==> src/rtl/motion_inc_pkg.sv <==
package motion_inc_pkg;

  // Register indices; the byte address on the bus is four times the index
  localparam logic [9:0] IDX_TS_LO = 10'h030;
  localparam logic [9:0] IDX_TS_MID = 10'h031;
  localparam logic [9:0] IDX_TS_HI = 10'h032;
  localparam logic [9:0] IDX_QUAT_W_LO = 10'h049;
  localparam logic [9:0] IDX_QUAT_Z_HI = 10'h050;
  localparam logic [9:0] IDX_VEL_X_LO = 10'h051;
  localparam logic [9:0] IDX_VEL_Z_HI = 10'h056;
  localparam logic [9:0] IDX_CLIP_FLAGS = 10'h057;
  localparam logic [9:0] IDX_OVF_FLAGS = 10'h058;
  localparam logic [9:0] IDX_FUSION_CTRL = 10'h070;
  localparam logic [9:0] IDX_MOTION_CMD = 10'h071;
  localparam logic [9:0] IDX_MOTION_STATUS = 10'h072;

  // Word address bits of paddr
  localparam int ADDR_LSB = 2;
  localparam int ADDR_MSB = 11;

  // Fields of fusion_clip_flags
  localparam int BIT_BIAS_ACK = 6;
  localparam int BIT_RATE_Z_CLIP = 5;
  localparam int BIT_RATE_X_CLIP = 3;
  localparam int BIT_ACCEL_Z_CLIP = 2;
  localparam int BIT_ACCEL_X_CLIP = 0;

  // Fields of fusion_overflow_flags
  localparam int BIT_VELINC_Z_OVF = 2;
  localparam int BIT_VELINC_X_OVF = 0;

  // Fields of the fusion control register
  localparam int BIT_FUSION_ENABLE = 0;
  localparam int BIT_ACCEL_ENABLE = 1;
  localparam int BIT_GYRO_ENABLE = 2;
  localparam int BIT_MAGNET_ENABLE = 3;
  localparam int BIT_ON_DEMAND_SELECT = 4;
  localparam int CTRL_W = 5;
  localparam logic [CTRL_W-1:0] CTRL_RESET = 5'h00;

  // Command value that asks for the motion increments on demand
  localparam logic [7:0] CMD_REQUEST_MOTION = 8'h0c;

  // Status bit: on-demand data published, mirrors irq_motion_ready
  localparam int BIT_DATA_READY = 0;

  // Reset values
  localparam logic [7:0] FLAGS_RESET = 8'h00;
  localparam logic [2:0] OVF_RESET = 3'h0;
  localparam logic [15:0] INC_RESET = 16'h0000;
  localparam logic [23:0] TS_RESET = 24'h000000;
  localparam logic [23:0] TS_STEP = 24'h000001;

endpackage

==> src/rtl/motion_increment_output_regs.sv <==
// Behaviour
// - Four signed 16-bit quaternion increments w,x,y,z, low then high byte, 0x49-0x50
// - Three signed 16-bit velocity increments x,y,z, low then high byte, 0x51-0x56
// - Bit 6 of clip flags: gyro bias updated in this output period, else zero
// - Bits 5,4,3 of clip flags: gyro z,y,x clipped during quaternion computation
// - Bits 2,1,0 of clip flags: accel z,y,x clipped during quaternion computation
// - Overflow flags at 0x58: velocity z,y,x overflow in bits 2..0, rest zero
// - On-demand request publishes increments so far and raises the first interrupt
module motion_increment_output_regs #(
  parameter int INC_W = 16,
  parameter int TS_W = 24
) (
  // Clock and reset
  input wire logic pclk,
  input wire logic presetn,
  // APB slave
  input wire logic psel,
  input wire logic penable,
  input wire logic pwrite,
  input wire logic [31:0] paddr,
  input wire logic [31:0] pwdata,
  input wire logic [3:0] pstrb,
  output logic pready,
  output logic [31:0] prdata,
  output logic pslverr,
  // Fusion engine results, same clock
  input wire logic fusion_sample,
  input wire logic gyro_sample,
  input wire logic [INC_W-1:0] quat_inc_w,
  input wire logic [INC_W-1:0] quat_inc_x,
  input wire logic [INC_W-1:0] quat_inc_y,
  input wire logic [INC_W-1:0] quat_inc_z,
  input wire logic [INC_W-1:0] vel_inc_x,
  input wire logic [INC_W-1:0] vel_inc_y,
  input wire logic [INC_W-1:0] vel_inc_z,
  input wire logic bias_updated,
  input wire logic [2:0] rate_clipped,
  input wire logic [2:0] accel_clipped,
  input wire logic [2:0] velinc_overflow,
  // Mode outputs towards the engine and interrupt line
  output logic fusion_active,
  output logic on_demand_select,
  output logic magnet_enable,
  output logic irq_motion_ready
);

  // Elaboration check: byte split and counter width are fixed by the map
  if (INC_W != 16 || TS_W != 24) begin : g_width_check
    $error("motion_increment_output_regs supports only INC_W 16 and TS_W 24");
  end

  typedef enum logic [0:0] {
    BUS_IDLE,
    BUS_ACK
  } bus_e;

  typedef struct packed {
    bus_e bus;
    logic [31:0] rdata;
    logic slverr;
    logic [motion_inc_pkg::CTRL_W-1:0] ctrl;
    logic [3:0][INC_W-1:0] quat_out;
    logic [2:0][INC_W-1:0] vel_out;
    logic [7:0] clip_out;
    logic [2:0] ovf_out;
    logic [TS_W-1:0] ts_out;
    logic [3:0][INC_W-1:0] quat_acc;
    logic [2:0][INC_W-1:0] vel_acc;
    logic [6:0] clip_acc;
    logic [2:0] ovf_acc;
    logic [TS_W-1:0] fusion_count;
    logic [TS_W-1:0] window_count;
    logic data_ready;
  } state_s;

  state_s st;
  state_s next_st;

  logic access;
  logic [9:0] idx;
  logic [9:0] rel;
  logic active;
  logic demand;
  logic publish;
  logic status_read;
  logic [6:0] clip_now;
  logic [6:0] clip_period;
  logic [2:0] ovf_period;
  logic [TS_W-1:0] window_next;
  logic [TS_W-1:0] fusion_next;
  logic [3:0][INC_W-1:0] quat_now;
  logic [2:0][INC_W-1:0] vel_now;
  logic [31:0] rd_word;
  logic rd_hit;

  // Bus decode
  assign access = psel && penable;
  assign idx = paddr[motion_inc_pkg::ADDR_MSB:motion_inc_pkg::ADDR_LSB];
  assign pready = access && (st.bus == BUS_ACK);
  assign prdata = st.rdata;
  assign pslverr = st.slverr;

  // Mode outputs
  assign active = st.ctrl[motion_inc_pkg::BIT_FUSION_ENABLE] && st.ctrl[motion_inc_pkg::BIT_ACCEL_ENABLE]
                  && st.ctrl[motion_inc_pkg::BIT_GYRO_ENABLE];
  assign fusion_active = active;
  assign on_demand_select = st.ctrl[motion_inc_pkg::BIT_ON_DEMAND_SELECT];
  assign magnet_enable = st.ctrl[motion_inc_pkg::BIT_MAGNET_ENABLE];
  assign irq_motion_ready = st.data_ready;

  // Latest engine values, as one vector per group
  assign quat_now = {quat_inc_z, quat_inc_y, quat_inc_x, quat_inc_w};
  assign vel_now = {vel_inc_z, vel_inc_y, vel_inc_x};

  // Per-sample flag bits in clip-register order
  assign clip_now = {bias_updated, rate_clipped, accel_clipped};

  // Flags gathered over the running output period, including this cycle
  assign clip_period = st.clip_acc | (fusion_sample ? clip_now : 7'h00);
  assign ovf_period = st.ovf_acc | (fusion_sample ? velinc_overflow : 3'h0);

  // Sample counters; the 24-bit add wraps to zero by itself
  assign fusion_next = st.fusion_count + motion_inc_pkg::TS_STEP;
  assign window_next = st.window_count + (gyro_sample ? motion_inc_pkg::TS_STEP : motion_inc_pkg::TS_RESET);

  // On-demand request: a completed write of the request command
  assign demand = pready && pwrite && (idx == motion_inc_pkg::IDX_MOTION_CMD) && pstrb[0]
                  && (pwdata[7:0] == motion_inc_pkg::CMD_REQUEST_MOTION)
                  && active && on_demand_select;

  // Publishing: each fusion sample in periodic mode, each request on demand
  assign publish = active && (on_demand_select ? demand : fusion_sample);

  // Reading the status register acknowledges the interrupt
  assign status_read = pready && !pwrite && (idx == motion_inc_pkg::IDX_MOTION_STATUS);

  // Read mux over the whole map; unmapped words answer an error
  always_comb begin
    rel = 10'h000;
    rd_word = 32'h00000000;
    rd_hit = 1'b1;
    if (idx >= motion_inc_pkg::IDX_QUAT_W_LO && idx <= motion_inc_pkg::IDX_QUAT_Z_HI) begin
      rel = idx - motion_inc_pkg::IDX_QUAT_W_LO;
      rd_word[7:0] = rel[0] ? st.quat_out[rel[2:1]][15:8] : st.quat_out[rel[2:1]][7:0];
    end else if (idx >= motion_inc_pkg::IDX_VEL_X_LO && idx <= motion_inc_pkg::IDX_VEL_Z_HI) begin
      rel = idx - motion_inc_pkg::IDX_VEL_X_LO;
      rd_word[7:0] = rel[0] ? st.vel_out[rel[2:1]][15:8] : st.vel_out[rel[2:1]][7:0];
    end else begin
      unique case (idx)
        motion_inc_pkg::IDX_CLIP_FLAGS: rd_word[7:0] = st.clip_out;
        motion_inc_pkg::IDX_OVF_FLAGS: rd_word[2:0] = st.ovf_out;
        motion_inc_pkg::IDX_TS_LO: rd_word[7:0] = st.ts_out[7:0];
        motion_inc_pkg::IDX_TS_MID: rd_word[7:0] = st.ts_out[15:8];
        motion_inc_pkg::IDX_TS_HI: rd_word[7:0] = st.ts_out[23:16];
        motion_inc_pkg::IDX_FUSION_CTRL: rd_word[motion_inc_pkg::CTRL_W-1:0] = st.ctrl;
        motion_inc_pkg::IDX_MOTION_CMD: rd_word = 32'h00000000;
        motion_inc_pkg::IDX_MOTION_STATUS: rd_word[motion_inc_pkg::BIT_DATA_READY] = st.data_ready;
        default: rd_hit = 1'b0;
      endcase
    end
  end

  // Next-state logic
  always_comb begin
    next_st = st;

    // APB: one wait cycle so read data comes from a flip-flop
    unique case (st.bus)
      BUS_IDLE: begin
        if (access) begin
          next_st.bus = BUS_ACK;
          next_st.rdata = pwrite ? 32'h00000000 : rd_word;
          next_st.slverr = !rd_hit;
        end
      end
      BUS_ACK: begin
        next_st.bus = BUS_IDLE;
      end
    endcase

    // Control register write, lane 0 only
    if (pready && pwrite && (idx == motion_inc_pkg::IDX_FUSION_CTRL) && pstrb[0]) begin
      next_st.ctrl = pwdata[motion_inc_pkg::CTRL_W-1:0];
    end

    // Engine results since the last publish: newest increments and sticky flags
    if (fusion_sample) begin
      next_st.quat_acc = quat_now;
      next_st.vel_acc = vel_now;
    end
    next_st.clip_acc = clip_period;
    next_st.ovf_acc = ovf_period;
    next_st.window_count = active ? window_next : motion_inc_pkg::TS_RESET;

    // Output update
    if (publish) begin
      next_st.quat_out = on_demand_select ? (fusion_sample ? quat_now : st.quat_acc) : quat_now;
      next_st.vel_out = on_demand_select ? (fusion_sample ? vel_now : st.vel_acc) : vel_now;
      next_st.clip_out = {1'b0, clip_period};
      next_st.ovf_out = ovf_period;
      next_st.clip_acc = 7'h00;
      next_st.ovf_acc = 3'h0;
      if (on_demand_select) begin
        next_st.ts_out = window_next;
        next_st.window_count = motion_inc_pkg::TS_RESET;
      end else begin
        next_st.ts_out = fusion_next;
        next_st.fusion_count = fusion_next;
      end
    end

    // Periodic count clears to zero whenever fusion is switched off or on-demand mode is selected
    if (!active || on_demand_select) begin
      next_st.fusion_count = motion_inc_pkg::TS_RESET;
    end

    // Interrupt: set by a request, cleared by a status read, set wins
    if (status_read) begin
      next_st.data_ready = 1'b0;
    end
    if (demand) begin
      next_st.data_ready = 1'b1;
    end
  end

  // State register
  always_ff @(posedge pclk or negedge presetn) begin
    if (!presetn) begin
      st.bus <= BUS_IDLE;
      st.rdata <= 32'h00000000;
      st.slverr <= 1'b0;
      st.ctrl <= motion_inc_pkg::CTRL_RESET;
      st.quat_out <= {4{motion_inc_pkg::INC_RESET}};
      st.vel_out <= {3{motion_inc_pkg::INC_RESET}};
      st.clip_out <= motion_inc_pkg::FLAGS_RESET;
      st.ovf_out <= motion_inc_pkg::OVF_RESET;
      st.ts_out <= motion_inc_pkg::TS_RESET;
      st.quat_acc <= {4{motion_inc_pkg::INC_RESET}};
      st.vel_acc <= {3{motion_inc_pkg::INC_RESET}};
      st.clip_acc <= 7'h00;
      st.ovf_acc <= motion_inc_pkg::OVF_RESET;
      st.fusion_count <= motion_inc_pkg::TS_RESET;
      st.window_count <= motion_inc_pkg::TS_RESET;
      st.data_ready <= 1'b0;
    end else begin
      st <= next_st;
    end
  end

endmodule // motion_increment_output_regs

==> config.mk <==
export PLATFORM = sky130hd
export DESIGN_NAME = motion_increment_output_regs
export DESIGN_NICKNAME = d
export VERILOG_FILES = /design/src/rtl/motion_inc_pkg.sv /design/src/rtl/motion_increment_output_regs.sv
export SDC_FILE = /design/constraint.sdc
export NUM_CORES = 1
export LEC_CHECK = 0
export BUFFER_PORTS_ARGS = -buffer_cell sky130_fd_sc_hd__buf_4
export CAP_MARGIN = 25
export CORE_MARGIN = 3
export CORE_UTILIZATION = 52
export DETAILED_ROUTE_END_ITERATION = 7
export GPL_TIMING_DRIVEN = 0
export MAX_ROUTING_LAYER = met4
export PLACE_DENSITY = 0.77
export SLEW_MARGIN = 15
export SYNTH_ARGS = -nofsm -noshare
export SYNTH_HDL_FRONTEND = slang
export SYNTH_SLANG_ARGS = --single-unit
export TNS_END_PERCENT = 100
==> constraint.sdc <==
create_clock -name pclk -period 1.95 [get_ports pclk]
set_input_delay 0.585 -clock pclk [delete_from_list [all_inputs] [get_ports pclk]]
set_output_delay 0.585 -clock pclk [all_outputs]
set_load 0.01 [all_outputs]
; ---- After elaboration in Yosys (flattened, before gate mapping)
; Cells that the tools add are included.
[word_totals]
register_bits = 356
in_bits = 197
out_inout_bits = 38
wordCells = 109
[op_classes]
n_addsub = 4
order_cmp = 6
n_eq_ne = 10
n_mux = 34
bitwise = 3
n_reduce_logical = 26
[op_table]
columns = cell, count
row1 = 64-bit 2-to-1 mux, 2
row2 = 24-bit 2-to-1 mux, 5
row3 = 48-bit 2-to-1 mux, 2
row4 = 16-bit binary-select mux with 2-bit select, 2
row5 = 58-bit 2-to-1 mux, 1
row6 = 10-bit by 7-bit == test with 1-bit output (second input constant), 5
row7 = 8-bit 2-to-1 mux, 5
row8 = 34-bit 2-to-1 mux, 1
row9 = 16-bit 2-to-1 mux, 2
row10 = 10-bit by 6-bit == test with 1-bit output (second input constant), 3
row11 = 24-bit by 1-bit adder with 24-bit output, 1
row12 = 24-bit by 1-bit adder with 24-bit output (second input constant), 1
row13 = 10-bit by 7-bit greater-or-equal comparator with 1-bit output (second input constant), 2
row14 = 10-bit by 7-bit <= comparator with 1-bit output (second input constant), 2
row15 = 1-bit logical AND, 17
row16 = 2-bit one-hot mux with 6 select lines, 1
row17 = 3-bit one-hot mux with 4 select lines, 1
row18 = 2-bit one-hot mux with 5 select lines, 1
row19 = 8-bit by 4-bit == test with 1-bit output (second input constant), 1
row20 = 8-bit OR reduction, 1
row21 = 1-bit 2-to-1 mux, 7
row22 = 7-bit 2-to-1 mux, 1
row23 = 7-bit bitwise OR, 1
row24 = 1-bit one-hot mux with 7 select lines, 1
row25 = 11 further kinds, 17

; ---- Depth between registers and ports, before layout
[depth]
depth_word = 12
ltp_mapped = 13
mapped_depth_nobuf = 8

; ---- Least setup slack after synthesis
; No wires, ideal clock.
[synth_path]
path_type = input to register
start = in paddr[2]
end = reg st (netlist bit prdata[0])
setup_time_ns = 0.134
arrival_time_ns = 2.748
t_required_ns = 1.816
path_slack_ns = -0.932
stages = 12
path_buffers = 5
path_cell_list = buf_2 > inv_1 > ha_1 > buf_2 > xor2_1 > buf_6 > buf_6 > buf_6 > mux2i_1 > o22ai_1 > o41ai_1 > a2bb2oi_1
[synth_between]
elab_chain_cells = 7
word_cells_on_any_way = 25
cone_classes = add/sub (2) / order compare (4) / eq/ne (7) / mux (10) / reduce/logical (2)
[synth_lines]
columns = element, line
row1 = "start, declared", motion_increment_output_regs.sv:20  ; input wire logic [31:0] paddr,
row2 = 3-bit by 1-bit subtractor with 3-bit output, "motion_increment_output_regs.sv:143, motion_increment_output_regs.sv:146"
row3 = 16-bit binary-select mux with 2-bit select, motion_increment_output_regs.sv:147  ; rd_word[7:0] = rel[0] ? st.vel_out[rel[2:1]][15:8] : st.vel_out[rel[2:1]][7:0];
row4 = 16-bit 2-to-1 mux (implied by the code), motion_increment_output_regs.sv:147
row5 = 8-bit 2-to-1 mux, motion_increment_output_regs.sv:147
row6 = 8-bit 2-to-1 mux, motion_increment_output_regs.sv:145  ; end else if (idx >= motion_inc_pkg::IDX_VEL_X_LO && idx <= motion_inc_pkg::IDX_VEL_Z_HI) begin
row7 = 8-bit 2-to-1 mux *, motion_increment_output_regs.sv:142  ; if (idx >= motion_inc_pkg::IDX_QUAT_W_LO && idx <= motion_inc_pkg::IDX_QUAT_Z_HI) begin
row8 = 8-bit 2-to-1 mux *, motion_increment_output_regs.sv:172  ; next_st.rdata = pwrite ? 32'h00000000 : rd_word;
row9 = "end signal, assigned", motion_increment_output_regs.sv:246  ; st <= next_st;
row10 = "end, declared", motion_increment_output_regs.sv:76  ; state_s st;
; Every way passes the cells marked *; elsewhere a longest branch is shown, timed or not. The select of a mux whose other input is x is not followed.
; A chain may end at the register's enable or synchronous reset.

; ---- Worst setup path after layout
[layout_path]
start = in paddr[2]
end = reg st (netlist bit prdata[4])
; Same word-level chain as after synthesis.

==> impl_results.rst <==
.. list-table::
   :header-rows: 1

   * - Metric
     - Value
   * - Outcome
     - finished with violations
   * - Violated checks
     - negative setup slack
   * - NetSw
     - 3.930 mW
   * - Kind of start point of the critical path
     - primary input
   * - Clock network fraction of total power
     - ~45%
   * - Final setup skew
     - 0.02347 ns
   * - Number of antenna violations at the first check in global routing
     - 2
   * - Combinational fraction of design power
     - under 10%
   * - Critical path data arrival time
     - about 2.8 ns
   * - Min-Delay Path Class
     - in -> reg
   * - Routed via count
     - approximately 14,000
   * - Count of flip-flops with a built-in enable after synthesis
     - 0
   * - Simple-gate portion of the synthesized area
     - 14.62%
   * - Max_slew headroom
     - around two fifths
   * - Violation count after the first detailed-routing iteration
     - approximately 1,700
   * - Count of unique library cells instantiated by Yosys
     - 67
   * - Number of top-level pins
     - roughly 240
   * - Hold path cells
     - 2
   * - Wl on met1
     - ~21,000 um
   * - Total internal power
     - ~12 mW
   * - Share of total power consumed by net switching
     - roughly 24%
   * - Skew-Pair Late Insertion Delay
     - between 0.5 and 0.6 ns
   * - IO buf count
     - 158
   * - Post-layout worst setup margin
     - -0.4292 ns
   * - CTS root buf
     - sky130_fd_sc_hd__clkbuf_16
   * - Critical path data required time
     - between 2 and 2.5 ns
   * - Post-Synthesis Cell Area
     - 15,440 um2
   * - Seq/Total Area, Yosys
     - a little over half
   * - Num Clock Sinks
     - 332
   * - Post-placement setup slack
     - -1.232 ns
   * - Die Y-Extent
     - 178.3 um
   * - Net total in the final layout
     - roughly 2,000
   * - Final RePlAce weighted congestion
     - around 0.94
   * - Worst-margin pin slew
     - 0.8992 ns
   * - H-Tree Depth
     - 2
   * - Wire length per cell after detailed routing
     - around 26 um
   * - XOR/XNOR share of the synthesized area
     - around 2.7%
   * - Initial cell density of the core
     - between 50% and 60%
   * - Main combinational cell family by area after synthesis
     - simple AND/OR/NAND/NOR gates
   * - Gate count of the mapped netlist
     - between 1,000 and 1,500
   * - Number of max-capacitance violations reported
     - 0
   * - Count of synthesis-stage warnings from yosys
     - 0
   * - Final wirelength
     - roughly 60,000 um
   * - Topmost layer with routed signal wires
     - met4
   * - Overall track demand over capacity in global routing
     - around a third
   * - Post-route antenna net violation count
     - 0
   * - Largest net degree at the start of global routing
     - roughly 110
   * - Synth area leader
     - sky130_fd_sc_hd__dfrtp_1
   * - DRC
     - 0
   * - Wire length of the first global-routing pass
     - just under 80,000 um
   * - Power density of the placed cells
     - 694.6 nW/um2
   * - Primary FF master, synth
     - sky130_fd_sc_hd__dfrtp_1
   * - Most frequent cell after synthesis
     - sky130_fd_sc_hd__dfrtp_1
   * - Area of the core region
     - 29,010 um2
   * - Maximum clock path buffer count
     - 3
   * - Post-detail-place hpwl
     - between 30,000 and 40,000 um
   * - RSZ-0062 raised after global routing
     - true
   * - Share of cell area taken by muxes after synthesis
     - 11.68%
   * - Setup Viol. Count Final
     - ~210
   * - CP max FO
     - 6
   * - Arithmetic-cell share of the synthesized area counting full adders, half adders and majority gates
     - less than 1%
   * - Top cells by count, synth
     - 332 x sky130_fd_sc_hd__dfrtp_1, 322 x sky130_fd_sc_hd__nor2_1, 125 x sky130_fd_sc_hd__o22ai_1, 120 x sky130_fd_sc_hd__mux2_2, 92 x sky130_fd_sc_hd__nand2_1
   * - Highest clock rate
     - ~420 MHz
   * - Area contributors post-synth
     - sky130_fd_sc_hd__dfrtp_1 54%, sky130_fd_sc_hd__mux2_2 8.8%, sky130_fd_sc_hd__nor2_1 7.8%
   * - Clock tree from TritonCTS
     - built
   * - Endpoints failing hold
     - 0
   * - Critical path endpoint category
     - flip-flop
   * - Met3 layer wire length in the routed design
     - approximately 5500 um
   * - Startpoint-to-endpoint class of the critical path
     - in -> reg
   * - Gr ovfl total
     - 0
   * - Area fraction in compound gates after synthesis
     - a little under an eighth
   * - Met2 wire length
     - roughly 29,000 um
   * - Fraction of power consumed by sequential logic
     - between 40% and 50%
   * - Number of detailed-route iterations in the first pass
     - 6
   * - Slew Limit Fails
     - 0
   * - Async S/R FF share, synth
     - 100.0%
   * - Chip Width
     - 178.3 um
   * - Full die area
     - about 32,000 um2
   * - Maximum vdd drop
     - about 0.76 mV
   * - Avg Vias per Cell
     - between 6 and 7
   * - Number of flip-flops and latches in the synthesized netlist
     - 332
   * - Shortest clock period the worst path allows after layout
     - ~2.4 ns
   * - Mean post-synth cell area
     - between 10 and 15 um2
   * - Number of cells on the worst reg-to-reg path
     - 10
   * - Static leakage power
     - 9.947 nW
   * - Clock input transition at the sequential cells of the worst setup and hold paths
     - around 0.07 ns
   * - Area fraction of the dominant cell type after synthesis
     - a little over half
   * - Post-route clock period utilization
     - 122.0%
   * - Num CTS Buffers
     - 36
   * - Post-synthesis to final-layout area growth
     - 49.78%
   * - Placement Rows
     - between 60 and 70
   * - Number of global-route vias before repair
     - between 10,000 and 15,000
   * - Hold slack
     - slightly above 0.3 ns
   * - Share of cells above drive strength 1
     - about half
==> area by class of cell <==
| type | count | area [um2] |
|---|---|---|
| inverters | 11 | 56.30 |
| flip-flops and latches | 332 | 8319 |
| plain buffers | 118 | 1224 |
| repair buffers | 285 | 2945 |
| fillers | 1491 | 5883 |
| diodes | 2 | 5.005 |
| multi-input cells | 1042 | 8867 |
| clock buffers | 51 | 1047 |
| clock inverters | 13 | 185.2 |
| well taps | 384 | 480.5 |
==> worst max-delay path, cell delays in order <==
cell                      delay, ns
sky130_fd_sc_hd__buf_8         0.11
sky130_fd_sc_hd__buf_12        0.13
sky130_fd_sc_hd__inv_8         0.05
sky130_fd_sc_hd__ha_4          0.17
sky130_fd_sc_hd__xor2_4        0.19
sky130_fd_sc_hd__buf_8         0.16
sky130_fd_sc_hd__buf_12        0.13
sky130_fd_sc_hd__buf_12        0.13
sky130_fd_sc_hd__buf_8         0.12
sky130_fd_sc_hd__mux2i_1       0.22
sky130_fd_sc_hd__o22ai_1       0.18
sky130_fd_sc_hd__o21ai_1       0.28
sky130_fd_sc_hd__nand2_1       0.10
sky130_fd_sc_hd__a22o_1        0.21
==> kinds of logic (layout without fill, tap and decap cells) <==
kind of cell	after synthesis	count (layout)
muxes	154	154
buffers and inverters	138	478
and+or+nand+nor	515	515
adders and majority gates	7	7
xor gates and xnor gates	48	48
DFF	332	332
AOI/OAI and AO/OA	294	294
other	1	26
==> state kept, by name, indices dropped and copies added (netlist names) <==
signal and cells:
irq_motion_ready 1, prdata 8, pslverr 1, on_demand_select 1
magnet_enable 1, st 320
==> timing repair <==
item	in CTS	in global routing
endpoints found under the hold margin	40	0
setup buffers	63	41
hold buffers	1	0
endpoints found under the setup margin	278	207
gates cloned	19	13
resized for setup	363	290
pin swaps	224	139
==> power by group through the flow <==
| stage | Sequential (mW) | Clock (mW) | Combinational (mW) |
|---|---|---|---|
| final | 7.22 | 7.25 | 1.60 |
| after global placement | 7.30 | 0 | 1.14 |
| after floorplan | 7.29 | 0 | 0.615 |
| after CTS | 7.19 | 7.14 | 1.44 |
| after global routing | 7.23 | 7.49 | 1.67 |
| after detailed placement | 7.32 | 0 | 1.20 |
==> metrics by stage <==
| step | TNS, ns | std cells | area (um2) | utilization, % | power, mW |
|---|---|---|---|---|---|
| 2_1_floorplan | -58.75 | 1512 | 15960 | - | 7.905 |
| 3_3_place_gp | -1132.64 | 2054 | 17620 | 60.75 | 8.446 |
| 3_5_place_dp | -242.11 | 2057 | 17710 | 61.06 | 8.515 |
| 4_1_cts | -10.59 | 2196 | 21630 | 74.54 | 15.78 |
| 5_1_grt | -40.10 | 2238 | 23130 | 79.72 | 16.40 |
| 6_report | -36.72 | 2238 | 23130 | 79.72 | 16.07 |
==> layout by cell type, fill, tap and decap left out, types with 9 or more instances in the layout <==
| master | count |
|---|---|
| sky130_fd_sc_hd__clkbuf_2 | 13 |
| sky130_fd_sc_hd__nand4_1 | 10 |
| sky130_fd_sc_hd__o21ai_1 | 21 |
| sky130_fd_sc_hd__mux2_2 | 120 |
| sky130_fd_sc_hd__a21oi_1 | 32 |
| sky130_fd_sc_hd__clkbuf_1 | 17 |
| sky130_fd_sc_hd__dfrtp_2 | 9 |
| sky130_fd_sc_hd__a21oi_2 | 10 |
| sky130_fd_sc_hd__nor2_1 | 218 |
| sky130_fd_sc_hd__buf_16 | 12 |
| sky130_fd_sc_hd__clkbuf_8 | 16 |
| sky130_fd_sc_hd__buf_8 | 23 |
| sky130_fd_sc_hd__o211ai_1 | 12 |
| sky130_fd_sc_hd__clkbuf_16 | 51 |
| sky130_fd_sc_hd__nor2_4 | 33 |
| sky130_fd_sc_hd__xor2_1 | 14 |
| sky130_fd_sc_hd__conb_1 | 24 |
| sky130_fd_sc_hd__o21ai_0 | 18 |
| sky130_fd_sc_hd__xnor2_1 | 22 |
| sky130_fd_sc_hd__nand2_1 | 82 |
| sky130_fd_sc_hd__buf_6 | 28 |
| sky130_fd_sc_hd__mux2i_1 | 21 |
| sky130_fd_sc_hd__o22ai_4 | 59 |
| sky130_fd_sc_hd__o22ai_1 | 9 |
| sky130_fd_sc_hd__mux4_2 | 9 |
| sky130_fd_sc_hd__buf_4 | 251 |
| sky130_fd_sc_hd__o22ai_2 | 57 |
| sky130_fd_sc_hd__nor2_2 | 71 |
| sky130_fd_sc_hd__dfrtp_1 | 323 |
| sky130_fd_sc_hd__nand3_1 | 17 |
| sky130_fd_sc_hd__o21ai_2 | 13 |
| sky130_fd_sc_hd__buf_12 | 30 |
==> worst paths after layout <==
kind	to	slack, ns	startpoint
max	prdata[4]	-0.43	paddr[2]
max reg2reg	st[281]	-0.27	st[318]
max in group asynchronous	st[237]	0.50	presetn
min	on_demand_select	0.31	pwdata[4]
min reg2reg	st[174]	0.49	st[174]
min in group asynchronous	st[277]	0.57	presetn
==> routing by layer <==
metal  GRT usage [%]  up-vias
li1                -     5879
met2           54.68     1046
met4           13.77        0
met3           4.470      329
met1           41.99     7180
met5               -        -
Power figures use the tool's default switching activity.
